$ cat config.mk
export PLATFORM = sky130hd
export DESIGN_NAME = cet_capture
export DESIGN_NICKNAME = d
export VERILOG_FILES = /design/src/rtl/cet_pkg.sv /design/src/rtl/cet_edge.sv /design/src/rtl/cet_prescale.sv /design/src/rtl/cet_capture.sv
export SDC_FILE = /design/constraint.sdc
export NUM_CORES = 1
export LEC_CHECK = 0
export ABC_AREA = 0
export ABC_CLOCK_PERIOD_IN_PS = 4300
export BUFFER_PORTS_ARGS = -buffer_cell sky130_fd_sc_hd__clkbuf_2
export CORE_MARGIN = 4
export CORE_UTILIZATION = 30
export DETAILED_ROUTE_END_ITERATION = 10
export PLACE_DENSITY_LB_ADDON = 0.12
export SETUP_SLACK_MARGIN = 0.5
export SYNTH_ARGS = -nofsm -noshare
export SYNTH_HDL_FRONTEND = slang
export SYNTH_HIERARCHICAL = 1
export SYNTH_SLANG_ARGS = --single-unit
$ cat constraint.sdc
create_clock -name i_clk -period 4.3 [get_ports i_clk]
set_clock_uncertainty 0.15 [all_clocks]
set_input_delay 0.645 -clock i_clk [delete_from_list [all_inputs] [get_ports i_clk]]
set_output_delay 0.645 -clock i_clk [all_outputs]
set_load 0.01 [all_outputs]
$ cat src/rtl/cet_pkg.sv
package cet_pkg;

	localparam int unsigned CET_AW = 4;
	localparam int unsigned CET_DW = 8;
	localparam int unsigned CET_TW = 16;

	localparam logic [CET_AW-1:0] CET_ADDR_CTRL = 4'h0;
	localparam logic [CET_AW-1:0] CET_ADDR_SRC = 4'h1;
	localparam logic [CET_AW-1:0] CET_ADDR_VAL_LOW = 4'h2;
	localparam logic [CET_AW-1:0] CET_ADDR_VAL_HIGH = 4'h3;
	localparam logic [CET_AW-1:0] CET_ADDR_IRQ_STAT = 4'h4;
	localparam logic [CET_AW-1:0] CET_ADDR_IRQ_CLR = 4'h5;
	localparam logic [CET_AW-1:0] CET_ADDR_IRQ_EN = 4'h6;
	localparam logic [CET_AW-1:0] CET_ADDR_PIN = 4'h7;

	localparam int unsigned CET_CTRL_MODE_LSB = 0;
	localparam int unsigned CET_CTRL_EN_BIT = 7;
	localparam int unsigned CET_IRQ_CAP_BIT = 0;
	localparam int unsigned CET_PIN_LATCH_BIT = 0;
	localparam int unsigned CET_PIN_DIR_BIT = 1;

	localparam logic [3:0] CET_MODE_ANY = 4'h0;
	localparam logic [3:0] CET_MODE_FALL = 4'h1;
	localparam logic [3:0] CET_MODE_RISE = 4'h2;
	localparam logic [3:0] CET_MODE_RISE4 = 4'h3;
	localparam logic [3:0] CET_MODE_RISE16 = 4'h4;

	localparam logic [4:0] CET_DIV4 = 5'h04;
	localparam logic [4:0] CET_DIV16 = 5'h10;

	localparam logic [1:0] CET_SRC_PIN = 2'h0;
	localparam logic [1:0] CET_SRC_CMP1 = 2'h1;
	localparam logic [1:0] CET_SRC_CMP2 = 2'h2;
	localparam logic [1:0] CET_SRC_CHG = 2'h3;

	localparam logic [7:0] CET_RST_CTRL = 8'h00;
	localparam logic [1:0] CET_RST_SRC = 2'h0;
	localparam logic [7:0] CET_RST_IRQ_EN = 8'h00;
	localparam logic CET_RST_LATCH = 1'b0;
	localparam logic CET_RST_DIR_IN = 1'b1;
	localparam logic [CET_DW-1:0] CET_RD_ZERO = 8'h00;

	typedef struct packed {
		logic en;
		logic [3:0] mode;
	} cet_ctrl_t;

	typedef struct packed {
		logic [CET_DW-1:0] high;
		logic [CET_DW-1:0] low;
	} cet_value_t;

endpackage : cet_pkg

$ cat src/rtl/cet_edge.sv
`timescale 1ns/1ps
`default_nettype none
module cet_edge
	import cet_pkg::*;
(
	input wire logic i_clk,
	input wire logic i_rst,
	input wire logic i_level,
	output logic o_rise,
	output logic o_fall
);

	logic prev_q;

	// Previous sample of the selected input
	always_ff @(posedge i_clk or posedge i_rst) begin
		if (i_rst) begin
			prev_q <= 1'b0;
		end else begin
			prev_q <= i_level;
		end
	end

	assign o_rise = i_level & ~prev_q;
	assign o_fall = ~i_level & prev_q;

endmodule : cet_edge
`default_nettype wire

$ cat src/rtl/cet_prescale.sv
`timescale 1ns/1ps
`default_nettype none
module cet_prescale
	import cet_pkg::*;
(
	input wire logic i_clk,
	input wire logic i_rst,
	input wire logic i_clr,
	input wire logic i_tick,
	input wire logic [4:0] i_div,
	output logic o_hit
);

	logic [4:0] cnt_q;
	logic [4:0] cnt_d;

	assign o_hit = i_tick & (cnt_q == i_div - 5'h01);

	always_comb begin
		cnt_d = cnt_q;
		if (i_clr) begin
			cnt_d = 5'h00;
		end else if (o_hit) begin
			cnt_d = 5'h00;
		end else if (i_tick) begin
			cnt_d = cnt_q + 5'h01;
		end
	end

	always_ff @(posedge i_clk or posedge i_rst) begin
		if (i_rst) begin
			cnt_q <= 5'h00;
		end else begin
			cnt_q <= cnt_d;
		end
	end

endmodule : cet_prescale
`default_nettype wire

$ cat src/rtl/cet_capture.sv
`timescale 1ns/1ps
`default_nettype none
module cet_capture
	import cet_pkg::*;
(
	input wire logic i_clk,
	input wire logic i_rst,
	input wire logic [CET_AW-1:0] i_addr,
	input wire logic [CET_DW-1:0] i_wdata,
	input wire logic i_wr,
	input wire logic i_rd,
	output logic [CET_DW-1:0] o_rdata,
	input wire logic [CET_TW-1:0] i_timer_count,
	input wire logic i_pin,
	output logic o_pin,
	output logic o_pin_oe_n,
	input wire logic i_comparator_one_synced_out,
	input wire logic i_comparator_two_synced_out,
	input wire logic i_pin_change_trigger,
	output logic o_irq
);

	cet_ctrl_t ctrl_q;
	logic [1:0] src_q;
	cet_value_t value_q;
	logic flag_q;
	logic irq_en_q;
	logic latch_q;
	logic dir_in_q;
	logic [CET_DW-1:0] rdata_q;
	logic [CET_DW-1:0] rdata_d;

	logic wr_ctrl;
	logic wr_src;
	logic wr_clr;
	logic wr_en;
	logic wr_pin;
	logic [3:0] new_mode;
	logic new_en;
	logic mode_change;
	logic pre_clr;

	logic pin_level;
	logic sel_level;
	logic rise;
	logic fall;
	logic [4:0] div;
	logic pre_tick;
	logic pre_hit;
	logic capture;

	// Register write decode
	assign wr_ctrl = i_wr & (i_addr == CET_ADDR_CTRL);
	assign wr_src = i_wr & (i_addr == CET_ADDR_SRC);
	assign wr_clr = i_wr & (i_addr == CET_ADDR_IRQ_CLR);
	assign wr_en = i_wr & (i_addr == CET_ADDR_IRQ_EN);
	assign wr_pin = i_wr & (i_addr == CET_ADDR_PIN);

	assign new_mode = i_wdata[CET_CTRL_MODE_LSB +: 4];
	assign new_en = i_wdata[CET_CTRL_EN_BIT];

	// Control register
	always_ff @(posedge i_clk or posedge i_rst) begin
		if (i_rst) begin
			ctrl_q.en <= CET_RST_CTRL[CET_CTRL_EN_BIT];
			ctrl_q.mode <= CET_RST_CTRL[CET_CTRL_MODE_LSB +: 4];
		end else if (wr_ctrl) begin
			ctrl_q.en <= new_en;
			ctrl_q.mode <= new_mode;
		end
	end

	// Source select register
	always_ff @(posedge i_clk or posedge i_rst) begin
		if (i_rst) begin
			src_q <= CET_RST_SRC;
		end else if (wr_src) begin
			src_q <= i_wdata[1:0];
		end
	end

	// Interrupt enable register
	always_ff @(posedge i_clk or posedge i_rst) begin
		if (i_rst) begin
			irq_en_q <= CET_RST_IRQ_EN[CET_IRQ_CAP_BIT];
		end else if (wr_en) begin
			irq_en_q <= i_wdata[CET_IRQ_CAP_BIT];
		end
	end

	// Pin latch and direction
	always_ff @(posedge i_clk or posedge i_rst) begin
		if (i_rst) begin
			latch_q <= CET_RST_LATCH;
			dir_in_q <= CET_RST_DIR_IN;
		end else if (wr_pin) begin
			latch_q <= i_wdata[CET_PIN_LATCH_BIT];
			dir_in_q <= i_wdata[CET_PIN_DIR_BIT];
		end
	end

	// Pin drive; the enable is low while the pin is driven
	assign o_pin = latch_q;
	assign o_pin_oe_n = dir_in_q;

	// An output pin reads back its own latch, so latch writes act as input events
	assign pin_level = dir_in_q ? i_pin : latch_q;

	// Capture input selection
	always_comb begin
		case (src_q)
			CET_SRC_PIN: sel_level = pin_level;
			CET_SRC_CMP1: sel_level = i_comparator_one_synced_out;
			CET_SRC_CMP2: sel_level = i_comparator_two_synced_out;
			CET_SRC_CHG: sel_level = i_pin_change_trigger;
			default: sel_level = pin_level;
		endcase
	end

	cet_edge u_edge (
		.i_clk(i_clk),
		.i_rst(i_rst),
		.i_level(sel_level),
		.o_rise(rise),
		.o_fall(fall)
	);

	// Prescaler restart on a mode change or on disable
	assign mode_change = wr_ctrl & (new_mode != ctrl_q.mode);
	assign pre_clr = mode_change | ~ctrl_q.en | (wr_ctrl & ~new_en);

	assign div = (ctrl_q.mode == CET_MODE_RISE16) ? CET_DIV16 : CET_DIV4;
	assign pre_tick = rise & ((ctrl_q.mode == CET_MODE_RISE4) | (ctrl_q.mode == CET_MODE_RISE16));

	cet_prescale u_prescale (
		.i_clk(i_clk),
		.i_rst(i_rst),
		.i_clr(pre_clr),
		.i_tick(pre_tick),
		.i_div(div),
		.o_hit(pre_hit)
	);

	// Event qualification
	always_comb begin
		capture = 1'b0;
		if (ctrl_q.en) begin
			case (ctrl_q.mode)
				CET_MODE_ANY: capture = rise | fall;
				CET_MODE_FALL: capture = fall;
				CET_MODE_RISE: capture = rise;
				CET_MODE_RISE4: capture = pre_hit & ~pre_clr;
				CET_MODE_RISE16: capture = pre_hit & ~pre_clr;
				default: capture = 1'b0;
			endcase
		end
	end

	// Captured timer value, overwritten by each new capture
	always_ff @(posedge i_clk or posedge i_rst) begin
		if (i_rst) begin
			value_q <= '0;
		end else if (capture) begin
			value_q.high <= i_timer_count[CET_TW-1:CET_DW];
			value_q.low <= i_timer_count[CET_DW-1:0];
		end
	end

	// Sticky capture flag; a capture beats a clear in the same cycle
	always_ff @(posedge i_clk or posedge i_rst) begin
		if (i_rst) begin
			flag_q <= 1'b0;
		end else if (capture) begin
			flag_q <= 1'b1;
		end else if (wr_clr & i_wdata[CET_IRQ_CAP_BIT]) begin
			flag_q <= 1'b0;
		end
	end

	assign o_irq = flag_q & irq_en_q;

	// Read mux
	always_comb begin
		rdata_d = CET_RD_ZERO;
		if (i_rd) begin
			case (i_addr)
				CET_ADDR_CTRL: begin
					rdata_d[CET_CTRL_EN_BIT] = ctrl_q.en;
					rdata_d[CET_CTRL_MODE_LSB +: 4] = ctrl_q.mode;
				end
				CET_ADDR_SRC: rdata_d[1:0] = src_q;
				CET_ADDR_VAL_LOW: rdata_d = value_q.low;
				CET_ADDR_VAL_HIGH: rdata_d = value_q.high;
				CET_ADDR_IRQ_STAT: rdata_d[CET_IRQ_CAP_BIT] = flag_q;
				CET_ADDR_IRQ_EN: rdata_d[CET_IRQ_CAP_BIT] = irq_en_q;
				CET_ADDR_PIN: begin
					rdata_d[CET_PIN_LATCH_BIT] = latch_q;
					rdata_d[CET_PIN_DIR_BIT] = dir_in_q;
				end
				default: rdata_d = CET_RD_ZERO;
			endcase
		end
	end

	always_ff @(posedge i_clk or posedge i_rst) begin
		if (i_rst) begin
			rdata_q <= CET_RD_ZERO;
		end else begin
			rdata_q <= rdata_d;
		end
	end

	assign o_rdata = rdata_q;

endmodule : cet_capture
`default_nettype wire

---- After elaboration in Yosys (flattened, before gate mapping) ----
Index checks and enable logic that the tools add are counted.
cells by class
  $add $sub $neg .......................... 2
  $mul .................................... 0
  divide/modulo/power cells ............... 0
  $lt $le $gt $ge ......................... 0
  eq/ne operators ......................... 16
  shifts and indexed selects .............. 0
  mux-type cells .......................... 16
  bitwise logic cells ..................... 23
  reduce and logical (&&, ||, !) cells .... 6
operator list
  operator               number
  $eq A4 B3 Y1 const B   5
  $mux W5                4
  $eq A4 B2 Y1 const B   4
  $and A1 B1 Y1          14
  $eq A4 B1 Y1 const B   2
  $logic_not A4 Y1       2
  $mux W8                1
  $pmux W1 S4            2
  $pmux W1 S7            1
  $pmux W2 S3            1
  $pmux W3 S2            1
  $add A5 B1 Y5 const B  1
  $eq A5 B5 Y1           1
  $not A1 Y1             5
  $pmux W1 S5            1
  $sub A5 B1 Y5 const B  1
  $eq A2 B2 Y1 const B   2
  $mux W1                4
  $ne A4 B4 Y1           1
  $or A1 B1 Y1           4
  $pmux W1 S3            1
  $reduce_bool A3 Y1     1
  $eq A2 B1 Y1 const B   1
  $logic_not A2 Y1       1
  other kinds (2)        2
storage, ports and cells
  bits in registers ....................... 41
  bits in latches ......................... 0
  memory bits (writable) .................. 0
  memory bits (read-only) ................. 0
  bits of input ports ..................... 36
  output and inout port bits .............. 11
  logic and storage cells ................. 75
  memories ................................ 0

---- Logic depth before layout (Yosys ltp) ----
Gate-level depths: netlist of run 1.
  depth in word-level cells ............... 10
  mapped depth ............................ 11
  mapped depth without buffers ............ 9

---- Modules after synthesis ----
The synthesis of run 1 kept the hierarchy.
modules (own cells, without submodules)
  module        instances  cells each  area each (um2)  seq. area each (um2)
  cet_capture   1          285         2432.3           877.1
  cet_prescale  1          41          399.1            125.1
  cet_edge      1          4           43.8             25.0

---- Least setup slack after synthesis of run 1 ----
No wires, ideal clock.
  path type ............................... input -> register
  start point ............................. input port i_pin
  end point ............................... register value_q[15] in the netlist's numbering
  library setup time ...................... 0.141 ns
  arrival time ............................ 2.522 ns
  required time ........................... 4.009 ns
  setup slack ............................. 1.487 ns
  cell stages on the path ................. 10
  path buffers ............................ 1
  cells stage by stage .................... mux2_2 mux4_2 nor2b_1 o21a_1 nand3_1 nor4_1 o21ai_2 buf_6 a31oi_1 o2111ai_1
on the way
  cells in the longest elaborated chain, start to end .. 8
  elaborated cells on any way between the ends .. 11
  classes of those cells .................. mux: 4; bitwise: 7
RTL lines
  what                RTL line                                text
  start: declaration  cet_capture.sv:14                       input wire logic i_pin,
  $mux W1             cet_capture.sv:107                      assign pin_level = dir_in_q ? i_pin : latch_q;
  $pmux W1 S4         cet_capture.sv:111                      case (src_q)
  via sel_level       cet_capture.sv:44                       logic sel_level;
  $and A1 B1 Y1       cet_edge.sv:24                          assign o_rise = i_level & ~prev_q;
  via rise            cet_capture.sv:45                       logic rise;
  $and A1 B1 Y1       cet_capture.sv:133                      assign pre_tick = rise & ((ctrl_q.mode == CET_MODE_RISE4) | (ctrl_q.mode == CET_MODE_RISE16));
  via pre_tick        cet_capture.sv:48                       logic pre_tick;
  $and A1 B1 Y1       cet_prescale.sv:17                      assign o_hit = i_tick & (cnt_q == i_div - 5'h01);
  via pre_hit         cet_capture.sv:49                       logic pre_hit;
  $and A1 B1 Y1       cet_capture.sv:152, cet_capture.sv:153
  $pmux W1 S4         cet_capture.sv:148                      case (ctrl_q.mode)
  $mux W1             cet_capture.sv:147                      if (ctrl_q.en) begin
  end: declaration    cet_capture.sv:25                       cet_value_t value_q;
The timed path passes the listed nets, and every way through them passes these cells.
A chain may end at the register's enable or synchronous reset.

---- Final worst setup path of run 1 ----
  start point ............................. register ctrl_q[0] in the netlist's numbering
  end point ............................... register value_q[3] in the netlist's numbering
on the way
  cells in the longest elaborated chain, start to end .. 8
  elaborated cells on any way between the ends .. 20
  classes of those cells .................. add/sub: 1; eq/ne: 6; mux: 3; bitwise: 8; reduce/logical: 2
RTL lines
  what                RTL line                                text
  start: declaration  cet_capture.sv:23                       cet_ctrl_t ctrl_q;
  $eq A4 B3 Y1        cet_capture.sv:132                      assign div = (ctrl_q.mode == CET_MODE_RISE16) ? CET_DIV16 : CET_DIV4;
  $mux W5             cet_capture.sv:132
  via div[4]          cet_capture.sv:47                       logic [4:0] div;
  $sub A5 B1 Y5       cet_prescale.sv:17
  $eq A5 B5 Y1        cet_prescale.sv:17
  $and A1 B1 Y1       cet_prescale.sv:17
  via pre_hit         cet_capture.sv:49
  $and A1 B1 Y1       cet_capture.sv:152, cet_capture.sv:153
  $pmux W1 S4         cet_capture.sv:148
  $mux W1             cet_capture.sv:147
The timed path passes the listed nets, and every way through them passes these cells.

==> impl_metrics.env, run 1 <==
export IMPL_die_y_um=106
export IMPL_register_area_mm2=0.00103
export IMPL_synthSimpleGateAreaFrac=0.210
export IMPL_worstSetupPathType="reg -> reg"
export IMPL_clkSinkCount=41
export IMPL_max_freq_ghz=0.309
export IMPL_first_iter_violations=127
export IMPL_met2_length_um=3710
export IMPL_wl_met3_um=387
export IMPL_overflow=0
export IMPL_numCtsBuffers=5
export IMPL_synth_cell_types=50
export IMPL_p_clk_frac=0.246
export IMPL_place_ws_ps=868
export IMPL_syn_inst=330
export IMPL_synth_warnings=6
export IMPL_clk_pin_slew_ps=80
export IMPL_hold_buffers=0
export IMPL_crit_path_start_kind="flip-flop"
export IMPL_critPathMaxFanout=14
export IMPL_swShare=0.355
export IMPL_syn_mean_instance_area_um2=8.71
export IMPL_min_period_ps=3230
export IMPL_final_cells=502
export IMPL_seq_area_frac_synth=0.357
export IMPL_netlist_top_cell_by_area="dfrtp_1"
export IMPL_crit_chain="nor4b_4 > inv_1 > nor3_1 > xnor2_1 > nor4_1 > buf_4 > o21a_1 > buf_4 > nand4_1 > o2111ai_1"
export IMPL_hold_path_class="in -> async"
export IMPL_cp_common_cell="buf_4"
export IMPL_synth_top_family_by_area="compound AO/OA/AOI/OAI gates"
export IMPL_drtPass1Iterations=4
export IMPL_cts_root_buffer="clkbuf_8"
export IMPL_core_area_mm2=0.00928
export IMPL_portBuffers=43
export IMPL_synth_area_mux_share=0.0448
export IMPL_initial_core_util=0.310
export IMPL_fill_cells=1029
export IMPL_cts_tree="built"
export IMPL_status="complete, no violations"
export IMPL_layout_commonest_cell="clkbuf_2"
export IMPL_synth_xor_area_frac=0.0422
export IMPL_grt_pass1_vias=2518
export IMPL_ys_ff_latch=41
export IMPL_globalRouteTotalUtil=0.151
export IMPL_slowest_stage="o21a_1"
export IMPL_crit_required_ps=4360
export IMPL_pwr_share_seq=0.406
export IMPL_fin_ws_ps=1070
export IMPL_synth_compound_area_frac=0.262
export IMPL_synth_edf_count=0
export IMPL_hold_slack_ps=40.8
export IMPL_drc=0
export IMPL_drv_cap=0
export IMPL_grt_pass1_wl_um=13600
export IMPL_power_per_cell_area_mw_per_mm2=400
export IMPL_max_vdd_ir_drop_mv=0.197
export IMPL_fin_tns_setup_ps=0
export IMPL_wl_per_cell_um=16.1
export IMPL_dpl_cell_area_mm2=0.00322
export IMPL_internal_power_w=0.000860
export IMPL_multi_input_area_mm2=0.00166
export IMPL_p_leak_nw=1.44
export IMPL_worstRegToRegCells=10
export IMPL_tightest_slew_ps=872
export IMPL_ioPinCount=47
export IMPL_clock_path_buffers=2
export IMPL_critPathCaptureType="flip-flop"
export IMPL_p_switching_w=0.000473
export IMPL_drive_above_1_share=0.204
export IMPL_area_growth_pct=16.0
export IMPL_synth_area_leaders="dfrtp_1 35%, o2111ai_1 7.0%, nand2_1 5.5%"
export IMPL_clk_latency_ps=300
export IMPL_mostFrequentLayoutCells="43 x clkbuf_2, 42 x nand2_1, 40 x dfrtp_1, 24 x inv_1"
export IMPL_routed_wirelength_um=8100
export IMPL_fin_nets=410
export IMPL_cts_resized=0
export IMPL_synthFlopType="dfrtp_1"
export IMPL_syn_area_mm2=0.00288
export IMPL_ant_nets=0
export IMPL_fin_crit_sh=0.752
export IMPL_pwr_share_comb=0.348
export IMPL_place_gp_congestion=0.739
export IMPL_slew_limit_headroom=0.419
export IMPL_setup_viol=0
export IMPL_hpwl_um=5500
export IMPL_synth_top_cell_area_share=0.348
export IMPL_die_area_mm2=0.0112
export IMPL_antenna_found_initial=0
export IMPL_cpPeakStageDelay_ps=500
export IMPL_synth_fa_ha_area_frac=0.00870
export IMPL_vias=2588
export IMPL_grt_max_degree=42
export IMPL_worstPathArrival_ps=3300
export IMPL_highest_layer="met4"
export IMPL_synth_async_reset_ratio=1.00
export IMPL_fin_area_mm2=0.00333
export IMPL_via_per_inst=5.16
export IMPL_drt_met1_wl_um=3930
export IMPL_diodes=0
export IMPL_die_w_um=106
export IMPL_core_rowCount=35
export IMPL_cts_setup_buffers=0
export IMPL_dp_cells=494
export IMPL_hold_viol=0
export IMPL_timing_reg2reg_setup_slack_ps=1070
export IMPL_rsz0062_at_grt="no"
export IMPL_drv_slew=0
export IMPL_htreeDepth=2
[kinds of logic (layout without fill, tap and decap cells)]
logic type      Yosys count  count (layout)
xor+xnor                 13              13
other cells               1               7
simple gates            116             116
fa+ha+maj                 2               2
compound gates          100             100
mux                      11              11
buf+inv                  46              83
flops                    41              41
[worst max-delay path, delay by kind of cell, from the launching register on]
kind | cells | cell delay (ps)
and+or+nand+nor | 4 | 1110
DFF | 1 | 480
xor gates and xnor gates | 1 | 150
AOI/OAI and AO/OA | 2 | 600
buffers and inverters | 3 | 650
[flip-flops by register name (all words and copies together) (netlist names)]
register          cells
src_q                 2
irq_en_q              1
ctrl_q                5
u_edge/prev_q         1
value_q              16
o_pin_oe_n            1
o_pin                 1
flag_q                1
u_prescale/cnt_q      5
o_rdata               8
[layout make-up]
type | count | area share
multi-input combinational | 249 | 0.499
tap | 129 | 0.0484
clock buffer | 7 | 0.0259
clock inverter | 1 | 0.00901
sequential | 41 | 0.308
inverter | 24 | 0.0270
timing repair buffer | 51 | 0.0826
[per-layer routing]
metal,track usage,vias up
met4,0.0352,0
li1,-,1296
met1,0.218,1223
met5,0,-
met3,0.0249,7
met2,0.238,62
[power groups by stage]
stage	Sequential, W	Clock [W]	Combinational, W
finish	0.000541	0.000328	0.000464
floorplan	0.000528	0	0.000361
CTS	0.000541	0.000340	0.000467
global placement	0.000545	0	0.000463
detailed placement	0.000549	0	0.000465
global route	0.000554	0.000358	0.000523
[path summary, 6_finish.rpt]
kind                                   startpoint                       to
max in group asynchronous                   i_rst   o_pin_oe_n$_DFFE_PP1P_
min                                         i_rst  u_edge/prev_q$_DFF_PP0_
max reg2reg                 ctrl_q[0]$_DFFE_PP0P_   value_q[3]$_DFFE_PP0P_
min in group i_clk         value_q[3]$_DFFE_PP0P_   value_q[3]$_DFFE_PP0P_
min reg2reg                value_q[3]$_DFFE_PP0P_   value_q[3]$_DFFE_PP0P_
max                         ctrl_q[0]$_DFFE_PP0P_   value_q[3]$_DFFE_PP0P_
[stage by stage]
step / power [W] / utilization
6_report: 0.00133 / 0.359
5_1_grt: 0.00143 / 0.359
4_1_cts: 0.00135 / 0.359
3_5_place_dp: 0.00101 / 0.347
3_3_place_gp: 0.00101 / 0.347
2_1_floorplan: 0.000888 / -
[cells in the mapped netlist (5+ instances only)]
| cell type | instances |
|---|---|
| nand4_1 | 10 |
| o21ai_0 | 9 |
| a2bb2oi_1 | 16 |
| a22oi_1 | 5 |
| inv_1 | 24 |
| clkbuf_1 | 11 |
| a31oi_1 | 17 |
| o2111ai_1 | 23 |
| nor2_1 | 23 |
| nand2_1 | 42 |
| xnor2_1 | 9 |
| nor2b_1 | 13 |
| buf_2 | 7 |
| mux2_2 | 5 |
| dfrtp_1 | 40 |
| nand3_1 | 7 |
| a21oi_1 | 17 |
| mux2i_1 | 5 |
(Power assumes the default switching activity.)
==> run 2, diff against run 1 <==
--- a/config.mk
+++ b/config.mk
@@ -6,7 +6,7 @@
 export NUM_CORES = 1
 export LEC_CHECK = 0
 export ABC_AREA = 0
-export ABC_CLOCK_PERIOD_IN_PS = 4300
+export ABC_CLOCK_PERIOD_IN_PS = 2750
 export BUFFER_PORTS_ARGS = -buffer_cell sky130_fd_sc_hd__clkbuf_2
 export CORE_MARGIN = 4
 export CORE_UTILIZATION = 30
==> constraint.sdc (replaced) <==
create_clock -name i_clk -period 2.75 [get_ports i_clk]
set_clock_uncertainty 0.15 [all_clocks]
set_input_delay 0.4125 -clock i_clk [delete_from_list [all_inputs] [get_ports i_clk]]
set_output_delay 0.4125 -clock i_clk [all_outputs]
set_load 0.01 [all_outputs]
==> run 2 against run 1 <==
Maximum frequency increased by 19%. Clock power up 52%. Sequential cell count unchanged. Count of clock-buffer cells in the layout is 1 lower. Wire length is 15% higher. First-iteration DRC count is 28% higher. Final cell count grew 5.4%. Utilization up 7.3 points. Non-clock buffer count increased by 26. Critical path type unchanged. Highest routed layer unchanged.
==> impl_metrics.env, run 2 (synthesized netlist as in run 1, its figures left out) <==
export IMPL_top_register="value_q"
export IMPL_drv_slew=0
export IMPL_rsz0062_at_grt="yes"
export IMPL_holdCritStartpoint="i_wdata[2]"
export IMPL_final_core_util=0.432
export IMPL_fin_crit_sh=0.984
export IMPL_vias=2766
export IMPL_hpwl_um=5780
export IMPL_area_growth_pct=39.5
export IMPL_register_area_mm2=0.00103
export IMPL_portBuffers=43
export IMPL_status="complete, no violations"
export IMPL_r2r_end="value_q[10]$_DFFE_PP0P_"
export IMPL_fin_tns_setup_ps=0
export IMPL_core_area_mm2=0.00928
export IMPL_ioPinCount=47
export IMPL_drive_above_1_share=0.353
export IMPL_gr_usage_met2=0.245
export IMPL_r2r_start="o_pin_oe_n$_DFFE_PP1P_"
export IMPL_max_freq_ghz=0.370
export IMPL_p_clk_frac=0.200
export IMPL_multi_input_area_mm2=0.00199
export IMPL_cts_root_buffer="clkbuf_8"
export IMPL_drv_cap=0
export IMPL_timing_reg2reg_setup_slack_ps=40
export IMPL_die_w_um=106
export IMPL_critPathMaxFanout=20
export IMPL_worstSetupPathType="reg -> reg"
export IMPL_globalRouteTotalUtil=0.165
export IMPL_grt_use_met3=0.0310
export IMPL_die_y_um=106
export IMPL_p_switching_w=0.000932
export IMPL_overflow=0
export IMPL_ant_nets=0
export IMPL_tightest_slew_ps=650
export IMPL_grt_pass1_vias=2712
export IMPL_drc=0
export IMPL_numCtsBuffers=5
export IMPL_mostFrequentLayoutCells="43 x clkbuf_2, 42 x nand2_1, 40 x dfrtp_1, 24 x inv_1, 22 x nor2_1"
export IMPL_pwr_share_seq=0.342
export IMPL_place_gp_congestion=0.753
export IMPL_min_to="ctrl_q[2]$_DFFE_PP0P_"
export IMPL_power_per_cell_area_mw_per_mm2=620
export IMPL_hold_path_class="in -> reg"
export IMPL_min_period_ps=2710
export IMPL_layout_commonest_cell="clkbuf_2"
export IMPL_crit_path_start_kind="flip-flop"
export IMPL_worstPathArrival_ps=2710
export IMPL_diodes=0
export IMPL_wl_per_cell_um=17.6
export IMPL_swShare=0.375
export IMPL_grt_max_degree=36
export IMPL_core_rowCount=35
export IMPL_top_usage_layer="met2"
export IMPL_htreeDepth=2
export IMPL_initial_core_util=0.310
export IMPL_pwr_share_comb=0.458
export IMPL_fin_nets=437
export IMPL_internal_power_w=0.00156
export IMPL_hold_viol=0
export IMPL_hold_depth=3
export IMPL_hold_slack_ps=198
export IMPL_slew_limit_headroom=0.566
export IMPL_first_iter_violations=163
export IMPL_via_per_inst=5.23
export IMPL_clock_path_buffers=2
export IMPL_worstRegToRegCells=9
export IMPL_largest_register_ff_count=16
export IMPL_clk_pin_slew_ps=80
export IMPL_critPathCaptureType="flip-flop"
export IMPL_grt_pass1_wl_um=14800
export IMPL_gr_usage_met1=0.241
export IMPL_fill_cells=944
export IMPL_max_vdd_ir_drop_mv=0.248
export IMPL_antenna_found_initial=0
export IMPL_setup_viol=0
export IMPL_cts_tree="built"
export IMPL_routed_wirelength_um=9290
export IMPL_clkSinkCount=41
export IMPL_crit_required_ps=2760
export IMPL_p_leak_nw=1.66
export IMPL_drtPass1Iterations=5
export IMPL_clk_latency_ps=300
export IMPL_die_area_mm2=0.0112
## run 2: cell count changes in the layout (fill, tap and decap cells not counted), sizes merged
cell         previous run  this run
clkinv                  0         1
dlygate4sd3             0         1
o211ai                  1         2
buf                     8        32
## run 2: power by group through the flow
stage | logic [W] | clock network, W | registers (W)
after CTS | 0.00108 | 0.000512 | 0.000841
after floorplan | 0.000634 | 0 | 0.000829
after global placement | 0.000854 | 0 | 0.000843
final | 0.00114 | 0.000497 | 0.000851
after detailed placement | 0.000860 | 0 | 0.000847
after global routing | 0.00123 | 0.000538 | 0.000866
## run 2: worst max path at each step
stage | start | end | slack [ps]
after CTS | o_pin_oe_n$_DFFE_PP1P_ | flag_q$_DFFE_PP0P_ | 50
final | o_pin_oe_n$_DFFE_PP1P_ | value_q[10]$_DFFE_PP0P_ | 40
after detailed placement | o_pin_oe_n$_DFFE_PP1P_ | flag_q$_DFFE_PP0P_ | -50
after floorplan | o_pin_oe_n$_DFFE_PP1P_ | value_q[15]$_DFFE_PP0P_ | 110
after global routing | o_pin_oe_n$_DFFE_PP1P_ | value_q[15]$_DFFE_PP0P_ | -80
after global placement | o_pin_oe_n$_DFFE_PP1P_ | flag_q$_DFFE_PP0P_ | -40
## run 2: critical path: stages, from the launching register on
cell,delay [ps]
dfstp_2,550
mux2_4,290
mux4_2,480
and2b_2,230
nor2b_4,150
o21ai_4,70
buf_12,150
buf_16,170
a31oi_2,190
o2111ai_2,120
## run 2: per-layer routing
| layer | share of wire | wire length (um) |
|---|---|---|
| met3 | 0.053 | 489 |
| met1 | 0.49 | 4550 |
| met5 | 0 | 0 |
| met4 | 0.0096 | 89 |
| met2 | 0.45 | 4160 |
## run 2: what timing repair did
action | in CTS | in global routing
endpoints found under the setup margin | 22 | 22
buffers inserted | 6 | 6
cloned | 5 | 1
hold buffers | 1 | 0
endpoints found under the hold margin | 6 | 0
resized for setup | 20 | 20
pin swaps | 16 | 10
## run 2: metrics by stage
stage | power [W] | setup WS, ps | cells | area (um2)
CTS | 0.00243 | 46.4 | 522 | 3820
floorplan | 0.00146 | 111 | 336 | 3020
global placement | 0.00170 | -40.6 | 502 | 3430
global route | 0.00263 | -84.4 | 529 | 4010
finish | 0.00249 | 44.5 | 529 | 4010
detailed placement | 0.00171 | -53.5 | 502 | 3430
## run 2: final cells by class
class | instances | share of cell area
Multi-Input combinational cell | 250 | 0.497
Sequential cell | 41 | 0.256
Timing Repair Buffer | 77 | 0.158
Tap cell | 129 | 0.0402
Inverter | 24 | 0.0225
Clock buffer | 6 | 0.0181
Clock inverter | 2 | 0.00874
==> run 3, diff against run 2 <==
--- a/config.mk
+++ b/config.mk
@@ -6,7 +6,7 @@
 export NUM_CORES = 1
 export LEC_CHECK = 0
 export ABC_AREA = 0
-export ABC_CLOCK_PERIOD_IN_PS = 2750
+export ABC_CLOCK_PERIOD_IN_PS = 3300
 export BUFFER_PORTS_ARGS = -buffer_cell sky130_fd_sc_hd__clkbuf_2
 export CORE_MARGIN = 4
 export CORE_UTILIZATION = 30
==> constraint.sdc (replaced) <==
create_clock -name i_clk -period 3.3 [get_ports i_clk]
set_clock_uncertainty 0.15 [all_clocks]
set_input_delay 0.495 -clock i_clk [delete_from_list [all_inputs] [get_ports i_clk]]
set_output_delay 0.495 -clock i_clk [all_outputs]
set_load 0.01 [all_outputs]
==> run 3 against run 2 <==
Global-route usage shrank 1.1 points. Sequential power shrank 17%. Via count shrank 1.9%. Cell area shrank 7.1%. Largest cell class unchanged. First-iteration DRC count shrank 10%. Register-to-register slack gained 520 ps. Utilization shrank 3.1 points.
==> impl_metrics.env, run 3 (synthesized netlist as in run 1, its figures left out) <==
export IMPL_core_rowCount=35
export IMPL_clk_latency_ps=300
export IMPL_first_iter_violations=146
export IMPL_p_clk_frac=0.187
export IMPL_routed_wirelength_um=8830
export IMPL_cts_root_buffer="clkbuf_8"
export IMPL_cpPeakStageDelay_ps=540
export IMPL_p_switching_w=0.000678
export IMPL_grt_pass1_vias=2553
export IMPL_pwr_share_comb=0.413
export IMPL_p_leak_nw=1.60
export IMPL_vias=2714
export IMPL_fin_tns_setup_ps=0
export IMPL_cp_num_buf_inv=2
export IMPL_antenna_found_initial=0
export IMPL_ant_nets=0
export IMPL_fin_nets=430
export IMPL_die_y_um=106
export IMPL_largest_register_ff_count=16
export IMPL_die_w_um=106
export IMPL_critPathCaptureType="flip-flop"
export IMPL_via_per_inst=5.20
export IMPL_numCtsBuffers=5
export IMPL_power_per_cell_area_mw_per_mm2=477
export IMPL_grt_pass1_wl_um=14000
export IMPL_cts_tree="built"
export IMPL_hold_slack_ps=278
export IMPL_globalRouteTotalUtil=0.154
export IMPL_top_register="value_q"
export IMPL_diodes=0
export IMPL_slowest_stage="dfstp_2"
export IMPL_ioPinCount=47
export IMPL_htreeDepth=2
export IMPL_dpl_cell_area_mm2=0.00328
export IMPL_drive_above_1_share=0.303
export IMPL_place_gp_congestion=0.773
export IMPL_wl_per_cell_um=16.9
export IMPL_tightest_slew_ps=561
export IMPL_mostFrequentLayoutCells="43 x clkbuf_2, 42 x nand2_1, 39 x dfrtp_1, 24 x inv_1, 23 x nor2_1"
export IMPL_crit_required_ps=3310
export IMPL_max_freq_ghz=0.366
export IMPL_worstSetupPathType="reg -> reg"
export IMPL_area_growth_pct=29.6
export IMPL_overflow=0
export IMPL_drv_cap=0
export IMPL_drtPass1Iterations=4
export IMPL_min_period_ps=2730
export IMPL_final_core_util=0.401
export IMPL_swShare=0.381
export IMPL_clock_path_buffers=2
export IMPL_hpwl_um=5620
export IMPL_multi_input_area_mm2=0.00184
export IMPL_fill_cells=947
export IMPL_fin_crit_sh=0.828
export IMPL_fin_area_mm2=0.00373
export IMPL_cp_top_family="multiplexers"
export IMPL_setup_viol=0
export IMPL_worstPathArrival_ps=2740
export IMPL_crit_path_start_kind="flip-flop"
export IMPL_pwr_share_seq=0.399
export IMPL_hold_viol=0
export IMPL_portBuffers=43
export IMPL_drc=0
export IMPL_clk_pin_slew_ps=80
export IMPL_layout_commonest_cell="clkbuf_2"
export IMPL_die_area_mm2=0.0112
export IMPL_rsz0062_at_grt="yes"
export IMPL_hold_path_class="in -> reg"
export IMPL_max_vdd_ir_drop_mv=0.203
export IMPL_critPathMaxFanout=7
export IMPL_internal_power_w=0.00110
export IMPL_initial_core_util=0.310
export IMPL_drv_slew=0
export IMPL_grt_max_degree=42
export IMPL_core_area_mm2=0.00928
export IMPL_register_area_mm2=0.00103
export IMPL_clkSinkCount=41
export IMPL_crit_chain="mux2_4 > mux4_2 > nor2b_4 > o21a_1 > nand3_2 > nor4_2 > buf_4 > o21a_4 > buf_12 > a2bb2oi_1 > o2111ai_1"
export IMPL_status="complete, no violations"
export IMPL_slew_limit_headroom=0.626
## run 3: cell count changes in the layout (fill, tap and decap cells not counted), moves of 2 or more
cell       before  now
a31oi_1         7   12
a31oi_2         6    4
a31oi_4         4    1
buf_16          4    1
buf_4          21   19
buf_6           3    0
nor2b_1         8   11
nor2b_4         5    1
o2111ai_1      14   21
o2111ai_2       9    2
o21ai_0         7    9
o21ai_1         2    0
## run 3: timing repair
item                                   CTS  global route
pin swaps                                1             8
gates resized for setup                  9            21
setup endpoints to repair               17            17
setup buffers                            6             4
endpoints found under the hold margin    6             0
hold buffers                             1             0
cloned                                   1             3
## run 3: stage by stage
step / setup WS [ps] / total power, W / std cells
6_report: 568 / 0.00178 / 522
5_1_grt: 464 / 0.00190 / 522
4_1_cts: 524 / 0.00172 / 515
3_5_place_dp: 270 / 0.00135 / 499
3_3_place_gp: 314 / 0.00134 / 499
2_1_floorplan: 557 / 0.00116 / 336
## run 3: power by group through the flow
stage                     Sequential, W  Combinational (W)  Clock [W]
after floorplan                0.000688           0.000470          0
after global placement         0.000710           0.000633          0
after detailed placement       0.000712           0.000638          0
after CTS                      0.000703           0.000671   0.000344
after global routing           0.000726           0.000806   0.000365
final                          0.000710           0.000735   0.000333
## run 3: path summary, 6_finish.rpt
path / slack (ps) / cells after the start / end / startpoint
worst max-delay path: 570 / 11 / value_q[9]$_DFFE_PP0P_ / o_pin_oe_n$_DFFE_PP1P_
worst min-delay path: 280 / 3 / ctrl_q[3]$_DFFE_PP0P_ / i_wdata[3]
worst max register to register: 570 / 11 / value_q[9]$_DFFE_PP0P_ / o_pin_oe_n$_DFFE_PP1P_
worst min register to register: 380 / 1 / flag_q$_DFFE_PP0P_ / flag_q$_DFFE_PP0P_
max in group asynchronous: 1920 / 4 / ctrl_q[1]$_DFFE_PP0P_ / i_rst
min in group asynchronous: 430 / 3 / u_edge/prev_q$_DFF_PP0_ / i_rst
## run 3: cell type report
cell class	instances	area share
multi-input combinational	250	0.493
sequential	41	0.276
timing repair buffer	70	0.141
tap	129	0.0433
inverter	24	0.0242
clock buffer	6	0.0195
clock inverter	2	0.00269
## run 3: layer usage
metal  GRT usage  routed length, um  up-vias
met2       0.249               4140       70
li1            -                  -     1329
met1       0.219               4190     1304
met3      0.0255                407       11
met4      0.0305                 97        0
met5           0                  0        -
## run 3: tightest hold or removal path, stage by stage
cell	delay (ps)
clkbuf_2	100
nand2_1	60
nand2_1	40
